## src/cfm_pkg.sv

```systemverilog
// constants, field positions and types of the collective fault monitor
package cfm_pkg;

  // ******************************************************
  // timing
  // ******************************************************
  localparam int CLK_PERIOD_NS = 10;
  localparam int SEQ_GAP_MS    = 100;
  localparam int CYC_100MS     = SEQ_GAP_MS * 1000000 / CLK_PERIOD_NS;
  localparam int TICK_MS       = 100;
  localparam logic [3:0] TICKS_PER_S = 4'(1000 / TICK_MS);

  localparam logic [10:0] MAINS_DLY_10S_S = 11'h00A;
  localparam logic [10:0] MAINS_DLY_1M_S  = 11'h03C;
  localparam logic [10:0] MAINS_DLY_10M_S = 11'h258;
  localparam logic [10:0] MAINS_DLY_30M_S = 11'h708;
  localparam logic [10:0] BATT_TEST_S     = 11'h12C;
  localparam logic [10:0] OVL_LIMIT_S     = 11'h03C;

  // ******************************************************
  // thresholds
  // ******************************************************
  localparam logic [15:0] AUX_MIN_MV     = 16'h6590;
  localparam logic [15:0] AUX_MAX_MV     = 16'h7210;
  localparam logic signed [7:0] TEMP_HI_C     = 8'sh41;
  localparam logic signed [7:0] SENSOR_LO_C   = -8'sh14;
  localparam logic signed [7:0] SENSOR_HI_C   = 8'sh50;

  // ******************************************************
  // pin vector positions
  // ******************************************************
  localparam int NPIN        = 14;
  localparam int P_MAINS     = 0;
  localparam int P_BCONT     = 1;
  localparam int P_BRES      = 2;
  localparam int P_BVOLT     = 3;
  localparam int P_BFAULT    = 4;
  localparam int P_CHARGER   = 5;
  localparam int P_FUSE1     = 6;
  localparam int P_FUSE2     = 7;
  localparam int P_OVERLOAD  = 8;
  localparam int P_EXT       = 9;
  localparam int P_TAMPER    = 10;
  localparam int P_INTERNAL  = 11;
  localparam int P_LOAD1     = 12;
  localparam int P_LOAD2     = 13;

  localparam int NCH = 8;

  // ******************************************************
  // register map
  // ******************************************************
  localparam logic [3:0] REG_CTRL   = 4'h0;
  localparam logic [3:0] REG_STATUS = 4'h4;
  localparam logic [1:0] CTRL_DLY_RST = 2'h0;

  localparam int NFLT        = 15;
  localparam int F_MAINS     = 0;
  localparam int F_MAINS_DLY = 1;
  localparam int F_BTEST     = 2;
  localparam int F_BATT      = 3;
  localparam int F_CHARGER   = 4;
  localparam int F_AUXV      = 5;
  localparam int F_FUSE      = 6;
  localparam int F_OVERLOAD  = 7;
  localparam int F_TEMP      = 8;
  localparam int F_SENSOR    = 9;
  localparam int F_EXT       = 10;
  localparam int F_TAMPER    = 11;
  localparam int F_INTERNAL  = 12;
  localparam int F_ADDON     = 13;
  localparam int F_CHGLIM    = 14;

  typedef enum logic [1:0] {
    CFM_CHG_NORMAL = 2'b01,
    CFM_CHG_LIMIT  = 2'b10
  } cfm_chg_t;

endpackage

```

## src/cfm_tick_if.sv

```systemverilog
// timebase strobes shared between the monitor's modules
`timescale 1ns/1ps
interface cfm_tick_if;
  logic tick_100ms;
  logic tick_1s;
  modport src (output tick_100ms, output tick_1s);
  modport snk (input tick_100ms, input tick_1s);
endinterface

```

## src/cfm_addon.sv

```systemverilog
// add-on channels: staggered switch-on and per-channel fuse indication
`timescale 1ns/1ps
module cfm_addon (
  input  wire logic                     mclk,
  input  wire logic                     rstn,
  cfm_tick_if.snk                       tb,
  input  wire logic                     seq_start,
  input  wire logic [cfm_pkg::NCH-1:0]  ch_fuse_ok,
  output logic      [cfm_pkg::NCH-1:0]  ch_on,
  output logic      [cfm_pkg::NCH-1:0]  ch_green_led,
  output logic                          red_led,
  output logic                          addon_relay,
  output logic                          addon_fault
);

  logic [cfm_pkg::NCH-1:0] on_r;
  logic [cfm_pkg::NCH-1:0] on_nxt;
  logic [cfm_pkg::NCH-1:0] grn_r;
  logic [cfm_pkg::NCH-1:0] grn_nxt;
  logic                    blown;
  logic                    red_r;
  logic                    rel_r;

  assign blown = ~&ch_fuse_ok;

  // one more channel per 100 ms so inrush peaks never coincide
  always_comb begin
    on_nxt = on_r;
    if (!seq_start) begin
      on_nxt = '0;
    end else if (tb.tick_100ms) begin
      on_nxt = {on_r[cfm_pkg::NCH-2:0], 1'b1};
    end
  end

  genvar g;
  generate
    for (g = 0; g < cfm_pkg::NCH; g++) begin : g_ch
      always_comb begin
        grn_nxt[g] = on_r[g] & ch_fuse_ok[g];
      end
    end
  endgenerate

  always_ff @(posedge mclk or negedge rstn) begin
    if (!rstn) begin
      on_r  <= '0;
      grn_r <= '0;
      red_r <= 1'b0;
      rel_r <= 1'b0;
    end else begin
      on_r  <= on_nxt;
      grn_r <= grn_nxt;
      red_r <= blown;
      rel_r <= ~blown;
    end
  end

  assign ch_on        = on_r;
  assign ch_green_led = grn_r;
  assign red_led      = red_r;
  assign addon_relay  = rel_r;
  assign addon_fault  = red_r;

endmodule

```

## src/cfm_monitor.sv

```systemverilog
// collective fault monitor of a fire-system power supply
//
// Behaviour
// - mains-loss relay held closed with mains, opened after delay on loss
// - delay selectable 10 s, 1 min, 10 min, 30 min; both relays obey it
// - mains loss: mains LED off, fault LED blinks at once
// - mains return restores indicators and relays promptly
// - broken battery continuity flagged within 5 minutes, relay to fault
// - battery fault clears after next battery test
// - collective fault is OR of all fault conditions but charge limiting, with mains loss delayed
// - load output below 26 V or above 29.2 V is a fault
// - battery over 65 C fault; below -20 C or over 80 C sensor fault
// - open external fault input is a fault
// - open enclosure switch is a fault
// - overload limits charging 1 minute, repeated while overload stays
// - blown load fuse lights fault LED and asserts collective fault
// - add-on outputs switch on one after another every 100 ms
// - blown add-on fuse: LED off, red on, relay released, fault raised
// - relays energised in normal state, released means fault
// - load LEDs lit whenever their outputs carry voltage
// - external and enclosure inputs normal closed, fault open
// - battery test every 5 minutes feeds battery faults
`timescale 1ns/1ps
module cfm_monitor #(
  parameter int TICK_CYCLES = cfm_pkg::CYC_100MS
) (
  input  wire logic                     mclk,
  input  wire logic                     rstn,
  // avalon-mm slave
  input  wire logic [3:0]               avs_address,
  input  wire logic                     avs_read,
  input  wire logic                     avs_write,
  input  wire logic [31:0]              avs_writedata,
  input  wire logic [3:0]               avs_byteenable,
  output logic      [31:0]              avs_readdata,
  output logic                          avs_waitrequest,
  // pins, active high unless named otherwise
  input  wire logic                     mains_ok,
  input  wire logic                     battery_continuity_ok,
  input  wire logic                     battery_resistance_ok,
  input  wire logic                     battery_voltage_ok,
  input  wire logic                     battery_fault,
  input  wire logic                     charger_fault,
  input  wire logic                     first_output_fuse_ok,
  input  wire logic                     second_output_fuse_ok,
  input  wire logic                     overload,
  input  wire logic                     external_fault_input,
  input  wire logic                     tamper_closed,
  input  wire logic                     internal_fault,
  input  wire logic                     first_load_output,
  input  wire logic                     second_load_output,
  input  wire logic                     seq_start,
  input  wire logic [cfm_pkg::NCH-1:0]  ch_fuse_ok,
  // measurements from on-chip converters, same clock
  input  wire logic [15:0]              first_load_output_mv,
  input  wire logic [15:0]              second_load_output_mv,
  input  wire logic signed [7:0]        batt_temp_c,
  // outputs
  output logic                          mains_loss_relay,
  output logic                          fault_relay,
  output logic                          mains_led,
  output logic                          fault_led,
  output logic                          load1_led,
  output logic                          load2_led,
  output logic                          charge_limit,
  output logic      [cfm_pkg::NCH-1:0]  ch_on,
  output logic      [cfm_pkg::NCH-1:0]  ch_green_led,
  output logic                          addon_red_led,
  output logic                          addon_relay
);

  // ******************************************************
  // pin synchronisers
  // ******************************************************
  logic [cfm_pkg::NPIN-1:0] pin_raw;
  logic [cfm_pkg::NPIN-1:0] pin_s1_r;
  logic [cfm_pkg::NPIN-1:0] pin_r;
  logic [cfm_pkg::NCH-1:0]  chf_s1_r;
  logic [cfm_pkg::NCH-1:0]  chf_r;
  logic                     seq_s1_r;
  logic                     seq_r;

  assign pin_raw = {second_load_output, first_load_output, internal_fault,
                    tamper_closed, external_fault_input, overload,
                    second_output_fuse_ok, first_output_fuse_ok,
                    charger_fault, battery_fault, battery_voltage_ok,
                    battery_resistance_ok, battery_continuity_ok, mains_ok};

  // ok-style pins reset to their healthy level so no fault flashes at start
  always_ff @(posedge mclk or negedge rstn) begin
    if (!rstn) begin
      pin_s1_r <= 14'h36CF;
      pin_r    <= 14'h36CF;
      chf_s1_r <= 8'hFF;
      chf_r    <= 8'hFF;
      seq_s1_r <= 1'b0;
      seq_r    <= 1'b0;
    end else begin
      pin_s1_r <= pin_raw;
      pin_r    <= pin_s1_r;
      chf_s1_r <= ch_fuse_ok;
      chf_r    <= chf_s1_r;
      seq_s1_r <= seq_start;
      seq_r    <= seq_s1_r;
    end
  end

  // ******************************************************
  // timebase and add-on
  // ******************************************************
  cfm_tick_if tb ();

  cfm_timebase #(
    .TICK_CYCLES (TICK_CYCLES)
  ) u_tb (
    .mclk (mclk),
    .rstn (rstn),
    .tb   (tb)
  );

  logic addon_fault;

  cfm_addon u_addon (
    .mclk         (mclk),
    .rstn         (rstn),
    .tb           (tb),
    .seq_start    (seq_r),
    .ch_fuse_ok   (chf_r),
    .ch_on        (ch_on),
    .ch_green_led (ch_green_led),
    .red_led      (addon_red_led),
    .addon_relay  (addon_relay),
    .addon_fault  (addon_fault)
  );

  // ******************************************************
  // register bus
  // ******************************************************
  logic [1:0]  dly_sel_r;
  logic [1:0]  dly_sel_nxt;
  logic        wait_r;
  logic        wait_nxt;
  logic [31:0] rdata_r;
  logic [31:0] rdata_nxt;
  logic [cfm_pkg::NFLT-1:0] flt;

  // answer comes one cycle after the request; writes land on the edge after that
  always_comb begin
    wait_nxt    = 1'b1;
    rdata_nxt   = rdata_r;
    dly_sel_nxt = dly_sel_r;
    if ((avs_read || avs_write) && wait_r) begin
      wait_nxt  = 1'b0;
      rdata_nxt = 32'h00000000;
      if (avs_read && avs_address == cfm_pkg::REG_CTRL) begin
        rdata_nxt = {30'h00000000, dly_sel_r};
      end else if (avs_read && avs_address == cfm_pkg::REG_STATUS) begin
        rdata_nxt = {17'h00000, flt};
      end
    end
    if (avs_write && !wait_r && avs_address == cfm_pkg::REG_CTRL
        && avs_byteenable[0]) begin
      dly_sel_nxt = avs_writedata[1:0];
    end
  end

  always_ff @(posedge mclk or negedge rstn) begin
    if (!rstn) begin
      wait_r    <= 1'b1;
      rdata_r   <= 32'h00000000;
      dly_sel_r <= cfm_pkg::CTRL_DLY_RST;
    end else begin
      wait_r    <= wait_nxt;
      rdata_r   <= rdata_nxt;
      dly_sel_r <= dly_sel_nxt;
    end
  end

  assign avs_waitrequest = wait_r;
  assign avs_readdata    = rdata_r;

  // ******************************************************
  // mains delay, battery test, overload limiter
  // ******************************************************
  logic [10:0] dly_lim;
  logic        mains_up;
  logic [10:0] mains_cnt_r;
  logic [10:0] mains_cnt_nxt;
  logic        mains_dly_r;
  logic        mains_dly_nxt;
  logic [10:0] bt_cnt_r;
  logic [10:0] bt_cnt_nxt;
  logic [2:0]  bt_res_r;
  logic [2:0]  bt_res_nxt;
  logic [10:0] ovl_cnt_r;
  logic [10:0] ovl_cnt_nxt;
  cfm_pkg::cfm_chg_t chg_r;
  cfm_pkg::cfm_chg_t chg_nxt;

  assign mains_up = pin_r[cfm_pkg::P_MAINS];

  always_comb begin
    unique case (dly_sel_r)
      2'h0: dly_lim = cfm_pkg::MAINS_DLY_10S_S;
      2'h1: dly_lim = cfm_pkg::MAINS_DLY_1M_S;
      2'h2: dly_lim = cfm_pkg::MAINS_DLY_10M_S;
      2'h3: dly_lim = cfm_pkg::MAINS_DLY_30M_S;
    endcase
  end

  always_comb begin
    mains_cnt_nxt = mains_cnt_r;
    mains_dly_nxt = mains_dly_r;
    if (mains_up) begin
      mains_cnt_nxt = 11'h000;
      mains_dly_nxt = 1'b0;
    end else if (tb.tick_1s && !mains_dly_r) begin
      mains_cnt_nxt = mains_cnt_r + 11'h001;
      if (mains_cnt_r + 11'h001 >= dly_lim) begin
        mains_dly_nxt = 1'b1;
      end
    end
  end

  // test is locked out on battery; first result after 5 min of mains
  always_comb begin
    bt_cnt_nxt = bt_cnt_r;
    bt_res_nxt = bt_res_r;
    if (!mains_up) begin
      bt_cnt_nxt = 11'h000;
    end else if (tb.tick_1s) begin
      bt_cnt_nxt = bt_cnt_r + 11'h001;
      if (bt_cnt_r + 11'h001 >= cfm_pkg::BATT_TEST_S) begin
        bt_cnt_nxt = 11'h000;
        bt_res_nxt = pin_r[cfm_pkg::P_BVOLT:cfm_pkg::P_BCONT];
      end
    end
  end

  always_comb begin
    chg_nxt     = chg_r;
    ovl_cnt_nxt = ovl_cnt_r;
    unique case (chg_r)
      cfm_pkg::CFM_CHG_NORMAL: begin
        ovl_cnt_nxt = 11'h000;
        if (pin_r[cfm_pkg::P_OVERLOAD]) begin
          chg_nxt = cfm_pkg::CFM_CHG_LIMIT;
        end
      end
      cfm_pkg::CFM_CHG_LIMIT: begin
        if (tb.tick_1s) begin
          ovl_cnt_nxt = ovl_cnt_r + 11'h001;
          if (ovl_cnt_r + 11'h001 >= cfm_pkg::OVL_LIMIT_S) begin
            ovl_cnt_nxt = 11'h000;
            if (!pin_r[cfm_pkg::P_OVERLOAD]) begin
              chg_nxt = cfm_pkg::CFM_CHG_NORMAL;
            end
          end
        end
      end
      default: begin
        chg_nxt = cfm_pkg::CFM_CHG_NORMAL;
      end
    endcase
  end

  always_ff @(posedge mclk or negedge rstn) begin
    if (!rstn) begin
      mains_cnt_r <= 11'h000;
      mains_dly_r <= 1'b0;
      bt_cnt_r    <= 11'h000;
      bt_res_r    <= 3'h7;
      ovl_cnt_r   <= 11'h000;
      chg_r       <= cfm_pkg::CFM_CHG_NORMAL;
    end else begin
      mains_cnt_r <= mains_cnt_nxt;
      mains_dly_r <= mains_dly_nxt;
      bt_cnt_r    <= bt_cnt_nxt;
      bt_res_r    <= bt_res_nxt;
      ovl_cnt_r   <= ovl_cnt_nxt;
      chg_r       <= chg_nxt;
    end
  end

  // ******************************************************
  // fault gathering
  // ******************************************************
  always_comb begin
    flt = '0;
    flt[cfm_pkg::F_MAINS]     = !mains_up;
    flt[cfm_pkg::F_MAINS_DLY] = mains_dly_r;
    flt[cfm_pkg::F_BTEST]     = ~&bt_res_r;
    flt[cfm_pkg::F_BATT]      = pin_r[cfm_pkg::P_BFAULT];
    flt[cfm_pkg::F_CHARGER]   = pin_r[cfm_pkg::P_CHARGER];
    flt[cfm_pkg::F_AUXV]      = first_load_output_mv < cfm_pkg::AUX_MIN_MV
                              || first_load_output_mv > cfm_pkg::AUX_MAX_MV
                              || second_load_output_mv < cfm_pkg::AUX_MIN_MV
                              || second_load_output_mv > cfm_pkg::AUX_MAX_MV;
    flt[cfm_pkg::F_FUSE]      = !pin_r[cfm_pkg::P_FUSE1]
                              || !pin_r[cfm_pkg::P_FUSE2];
    flt[cfm_pkg::F_OVERLOAD]  = pin_r[cfm_pkg::P_OVERLOAD];
    flt[cfm_pkg::F_TEMP]      = batt_temp_c > cfm_pkg::TEMP_HI_C;
    flt[cfm_pkg::F_SENSOR]    = batt_temp_c < cfm_pkg::SENSOR_LO_C
                              || batt_temp_c > cfm_pkg::SENSOR_HI_C;
    flt[cfm_pkg::F_EXT]       = !pin_r[cfm_pkg::P_EXT];
    flt[cfm_pkg::F_TAMPER]    = !pin_r[cfm_pkg::P_TAMPER];
    flt[cfm_pkg::F_INTERNAL]  = pin_r[cfm_pkg::P_INTERNAL];
    flt[cfm_pkg::F_ADDON]     = addon_fault;
    flt[cfm_pkg::F_CHGLIM]    = chg_r == cfm_pkg::CFM_CHG_LIMIT;
  end

  // ******************************************************
  // indicators and relays
  // ******************************************************
  logic any_now;
  logic any_relay;
  logic blink_r;
  logic blink_nxt;
  logic [6:0] out_r;
  logic [6:0] out_nxt;

  // LED reacts at once; relay waits for the delay on mains loss only
  assign any_now   = |flt[cfm_pkg::F_ADDON:cfm_pkg::F_BTEST] || !mains_up;
  assign any_relay = |flt[cfm_pkg::F_ADDON:cfm_pkg::F_BTEST]
                   || mains_dly_r;

  always_comb begin
    blink_nxt = blink_r;
    if (!any_now) begin
      blink_nxt = 1'b0;
    end else if (tb.tick_1s) begin
      blink_nxt = !blink_r;
    end
    out_nxt[0] = !mains_dly_r;
    out_nxt[1] = !any_relay;
    out_nxt[2] = mains_up;
    out_nxt[3] = any_now && !blink_r;
    out_nxt[4] = pin_r[cfm_pkg::P_LOAD1];
    out_nxt[5] = pin_r[cfm_pkg::P_LOAD2];
    out_nxt[6] = chg_r == cfm_pkg::CFM_CHG_LIMIT;
  end

  always_ff @(posedge mclk or negedge rstn) begin
    if (!rstn) begin
      blink_r <= 1'b0;
      out_r   <= 7'h00;
    end else begin
      blink_r <= blink_nxt;
      out_r   <= out_nxt;
    end
  end

  assign mains_loss_relay = out_r[0];
  assign fault_relay      = out_r[1];
  assign mains_led        = out_r[2];
  assign fault_led        = out_r[3];
  assign load1_led        = out_r[4];
  assign load2_led        = out_r[5];
  assign charge_limit     = out_r[6];

endmodule

```

## src/cfm_timebase.sv

```systemverilog
// divider producing 100 ms and 1 s enable pulses
`timescale 1ns/1ps
module cfm_timebase #(
  parameter int TICK_CYCLES = cfm_pkg::CYC_100MS
) (
  input  wire logic   mclk,
  input  wire logic   rstn,
  cfm_tick_if.src     tb
);

  logic [23:0] div_r;
  logic [23:0] div_nxt;
  logic [3:0]  sub_r;
  logic [3:0]  sub_nxt;
  logic        t100_r;
  logic        t100_nxt;
  logic        t1s_r;
  logic        t1s_nxt;

  always_comb begin
    div_nxt  = div_r + 24'h000001;
    sub_nxt  = sub_r;
    t100_nxt = 1'b0;
    t1s_nxt  = 1'b0;
    if (div_r == 24'(TICK_CYCLES - 1)) begin
      div_nxt  = 24'h000000;
      t100_nxt = 1'b1;
      sub_nxt  = sub_r + 4'h1;
      if (sub_r == cfm_pkg::TICKS_PER_S - 4'h1) begin
        sub_nxt = 4'h0;
        t1s_nxt = 1'b1;
      end
    end
  end

  always_ff @(posedge mclk or negedge rstn) begin
    if (!rstn) begin
      div_r  <= 24'h000000;
      sub_r  <= 4'h0;
      t100_r <= 1'b0;
      t1s_r  <= 1'b0;
    end else begin
      div_r  <= div_nxt;
      sub_r  <= sub_nxt;
      t100_r <= t100_nxt;
      t1s_r  <= t1s_nxt;
    end
  end

  assign tb.tick_100ms = t100_r;
  assign tb.tick_1s    = t1s_r;

endmodule

```

## config.mk

```make
export PLATFORM = sky130hd
export DESIGN_NAME = cfm_monitor
export DESIGN_NICKNAME = d
export VERILOG_FILES = /design/src/cfm_pkg.sv /design/src/cfm_tick_if.sv /design/src/cfm_addon.sv /design/src/cfm_monitor.sv /design/src/cfm_timebase.sv
export SDC_FILE = /design/constraint.sdc
export NUM_CORES = 1
export LEC_CHECK = 0
export ABC_CLOCK_PERIOD_IN_PS = 4000
export BUFFER_PORTS_ARGS = -buffer_cell sky130_fd_sc_hd__buf_4
export CAP_MARGIN = 20
export CORE_MARGIN = 2
export CORE_UTILIZATION = 38
export DETAILED_ROUTE_END_ITERATION = 16
export GPL_ROUTABILITY_DRIVEN = 0
export PLACE_DENSITY_LB_ADDON = 0.2
export RECOVER_POWER = 50
export SYNTH_ARGS = -nofsm -noshare
export SYNTH_HDL_FRONTEND = slang
export SYNTH_SLANG_ARGS = --single-unit
export TNS_END_PERCENT = 100
```

## constraint.sdc

```tcl
create_clock -name mclk -period 4 [get_ports mclk]
set_clock_uncertainty 0.05 [all_clocks]
set_input_delay 0 -clock mclk [delete_from_list [all_inputs] [get_ports mclk]]
set_output_delay 0 -clock mclk [all_outputs]
set_load 0.02 [all_outputs]
```

==> results by stage <==
Run status:
- The flow ran to the end, but the final reports show violations.
- The checks that failed: max-capacitance violations, max-slew violations.

GRT:
- The total routing resource utilization after global routing is around 16%.
- The number of global-route vias before repair is between 5,000 and 6,000.
- The initial antenna violation count came to 0.
- The final global-route overflow total is 0.
- Entering global routing, the biggest net connects 105 pins.
- The wire length of the first global-routing pass is between 20,000 and 25,000 um.

Routing:
- The number of routed nets with antenna violations is 0.
- After the first detailed-routing iteration, the DRC count stood at about 230.
- The number of search-and-repair iterations in the first detailed-routing pass is 4.
- Dividing the detail-routed wire length by the instance count gives between 10 and 15 um.
- The routed via count is roughly 5,200.
- The average via count per standard cell is 5.02.
- The wire length reported by the detailed router is about 15,000 um.
- The number of remaining DRC errors is 0.

Synth:
- The share of the Yosys chip area taken by registers is 57.1%.
- Among all flip-flop cells after synthesis, the most frequent one is sky130_fd_sc_hd__dfrtp_1.
- Summing the areas of all compound-gate instances in the mapped netlist gives 9.15% of the synthesized area.
- The count of distinct cell types in the synthesized netlist is 66.
- Yosys mapped a number of flops with a built-in enable equal to 0.
- The number of synthesized register bits is approximately 160.
- The Yosys step of the flow raised 0 warnings.
- The xor/xnor share of the synthesized area is between 5 and 6%.
- Synthesis handed over a netlist of ~630 instances.
- The main combinational cell family by area after synthesis is simple AND/OR/NAND/NOR gates.
- Of all flip-flops after synthesis, the portion carrying an async set or reset was between 90% and 100%.
- The share of synthesized area spent on multiplexers is 2.07%.
- Summing every instance area after synthesis gives slightly above 7000 um^2.
- Dividing the synthesized area by the synthesized cell count gives 11.2 um^2.
- The simple-gate share of the synthesized area is between 10% and 20%.
- Of the total synthesized cell area, the portion taken by full adders, half adders and majority gates is approximately 2.8%.

Die:
- Row generation in the floorplan step produced 49 rows.
- The height of the die is 140 um.
- The die covers 19,700 um^2.
- The overall die width is 140 um.
- The initial cell density of the core is about two fifths.
- The number of placed I/O pins is ~170.
- The placeable core region is approximately 18,000 um^2.

CTS:
- The total CTS buffers is 17.
- The clock slew seen by the registers of the worst setup and hold paths is 0.07 ns.
- In this run, post-CTS repair resized a total of 0 instances.
- The number of setup buffers added after CTS is 0.
- The root buffer cell chosen for the clock tree is sky130_fd_sc_hd__clkbuf_16.
- In this run the deepest clock path goes through 2 buffers.
- For this design, the CTS-stage hold fixing added 45 buffers.
- TritonCTS built the clock tree.
- The CTS H-tree depth is 4.
- The source-to-sink clock delay at the later pin of the worst-skew pair is around 0.42 ns.
- The clock sink count is about 160.

Worst hold path:
- The endpoint with the worst hold slack is avs_readdata[0]$_DFFE_PN0P_.
- The beginning of the worst hold path is avs_address[2].
- The depth of the worst hold-timing path is 4.
- In this run the worst hold path is classified as primary input to register.

Timing:
- The ratio of final minimum period to clock period is around two thirds.
- Timing would allow up to approximately 0.38 GHz.
- The worst hold slack after final layout is between 0.03 and 0.04 ns.
- Setup repair after global routing left no endpoint under its margin.
- The number of max-slew violations in the final report is approximately 110.
- Setup violations remaining at the end of the flow were counted as 0.
- The setup TNS is 0 ns.
- The number of failing hold endpoints at the final stage is 0.
- The worst pin sits at a relative slew slack of -67.7%.
- The final critical path time including I/O delays and setup is between 2 and 3 ns.
- At the pin with the least slew margin, the transition time is about 2.5 ns.

Cells and area:
- In the layout the commonest cells are 118 x sky130_fd_sc_hd__dfrtp_1, 66 x sky130_fd_sc_hd__nand2_1, 56 x sky130_fd_sc_hd__buf_4.
- The antenna cell count is 0.
- The final net count is roughly 920.
- Compared with the post-synthesis result, the final layout area differs by 27.1%.
- The most common library cell in the layout ignoring fill and taps is sky130_fd_sc_hd__dfrtp_1.
- The final core utilization is 49.6%.
- In the final layout, the share of cells above drive strength 1 is between 20% and 30%.
- The final non-filler cell area is about 9000 um^2.

Pwr:
- In this run the static leakage power is 3.96 nW.
- The net switching power is about 0.84 mW.
- The switching share of power is between 20 and 25%.
- Across the VDD grid, the largest voltage drop is about 0.00032 V.
- The proportion of power drawn by the clock network is around 45%.
- The power per unit of standard cell area is around 390 nW/um^2.
- Sequential cells account for 48.3% of the total power.
- Per report_power, the combinational group accounts for 6.7% of the total.
- The internal power summed over all cells is ~2.7 mW.
- The post-layout total power is roughly 3.5 mW.

Critical path:
- The critical path class is register to register.
- The register-to-register setup slack is between 1 and 1.5 ns.
- The endpoint class of the critical path is a register.
- The required time of the critical path is around 4.3 ns.
- The arrival time of data at the critical path endpoint is ~2.9 ns.
- The depth of the worst register-to-register path is 6.
- The endpoint of the worst register-to-register path is bt_cnt_r[8]$_DFFE_PN0P_.
- The category of the worst setup path launch point is a register.
- The largest driver fanout on the critical path is 11.
- In this run the critical register-to-register path is launched from bt_cnt_r[3]$_DFFE_PN0P_.

Place:
- The count of buffers inserted at the top-level ports is around 110.
- The instance area after placement is 8090 um^2.
- Summed over all nets, the half-perimeter wirelength after detailed placement is about 11,000 um.

Flow run:
- The count of max-cap constraint violations is 1.
[power by group through the flow]
stage	registers (mW)	logic [mW]	clock network (mW)
after CTS	1.69	0.247	1.63
after global routing	1.69	0.266	1.69
after floorplan	1.72	0.0883	0
after detailed placement	1.72	0.208	0
after global placement	1.72	0.203	0
final	1.69	0.236	1.57
[synth_stat cells, types with 16 or more instances]
master / number / area share [%]
sky130_fd_sc_hd__dfrtp_1: 118 / 42
sky130_fd_sc_hd__nand2_1: 66 / 3.5
sky130_fd_sc_hd__nor2_1: 44 / 2.3
sky130_fd_sc_hd__dfstp_2: 41 / 15
sky130_fd_sc_hd__nand3_1: 24 / 1.7
sky130_fd_sc_hd__xnor2_1: 24 / 3.0
sky130_fd_sc_hd__and2_1: 22 / 2.0
sky130_fd_sc_hd__buf_4: 20 / 2.1
sky130_fd_sc_hd__o21ai_0: 20 / 1.4
sky130_fd_sc_hd__xor2_1: 20 / 2.5
sky130_fd_sc_hd__inv_1: 18 / 0.96
sky130_fd_sc_hd__nand4_1: 18 / 1.6
sky130_fd_sc_hd__ha_1: 16 / 2.8
sky130_fd_sc_hd__nor2b_1: 16 / 1.4
sky130_fd_sc_hd__nor3_1: 16 / 1.1
[how the worst max path moves through the flow]
stage                     cells past startpoint  slack (ns)                        from                 endpoint
after floorplan                               9        1.69  mains_cnt_r[2]$_DFFE_PN0P_  mains_dly_r$_DFFE_PN0P_
after global placement                        6        1.48     bt_cnt_r[3]$_DFFE_PN0P_  bt_cnt_r[8]$_DFFE_PN0P_
after detailed placement                      9        1.41  mains_cnt_r[2]$_DFFE_PN0P_  mains_dly_r$_DFFE_PN0P_
after CTS                                     9        1.39  mains_cnt_r[2]$_DFFE_PN0P_  mains_dly_r$_DFFE_PN0P_
after global routing                          3        0.95                        rstn      pin_r[13]$_DFF_PN1_
final                                         6        1.39     bt_cnt_r[3]$_DFFE_PN0P_  bt_cnt_r[8]$_DFFE_PN0P_
[registers in the layout, indices dropped and copies added (netlist names), 8 cells and up]
register	cells
u_tb.div_r	24
avs_readdata	15
pin_r	14
pin_s1_r	14
bt_cnt_r	11
mains_cnt_r	11
ovl_cnt_r	11
chf_r	8
chf_s1_r	8
u_addon.ch_green_led	8
u_addon.ch_on	8
[cells by family (layout without fill, tap and decap cells)]
family	after synthesis	after routing
compound gates	87	87
xor+xnor	44	44
fa+ha+maj	16	16
mux	14	14
buf+inv	53	215
other cells	1	17
flops	159	159
simple gates	257	257
[metrics by stage]
step                instances  setup slack (ns)
global route             1038             0.954
detailed placement        960              1.41
global placement          960              1.48
CTS                      1037              1.39
floorplan                 647              1.69
finish                   1038              1.39
[worst max-delay path, stage by stage (launching register included)]
cell and delay (ns):
sky130_fd_sc_hd__dfrtp_1 0.57, sky130_fd_sc_hd__nand3_2 0.22, sky130_fd_sc_hd__nor4_1 0.40, sky130_fd_sc_hd__mux2_2 0.23, sky130_fd_sc_hd__nor2b_1 0.61, sky130_fd_sc_hd__nand2_1 0.20
sky130_fd_sc_hd__o311ai_2 0.24
[cell type report]
| class | instances | area, um^2 |
|---|---|---|
| Sequential cell | 159 | 4030 |
| Clock inverter | 14 | 154 |
| Inverter | 18 | 67.6 |
| Timing Repair Buffer | 165 | 1200 |
| Clock buffer | 18 | 429 |
| Multi-Input combinational cell | 435 | 2800 |
| Tap cell | 229 | 287 |
| Fill cell | 1638 | 9120 |
[metal layers]
layer / share of wire, % / GRT usage [%]
met1: 43 / 19.6
met2: 49 / 25.9
met3: 6.0 / 5.06
met4: 1.4 / 4.73
met5: 0 / 0
(Power assumes the default switching activity.)
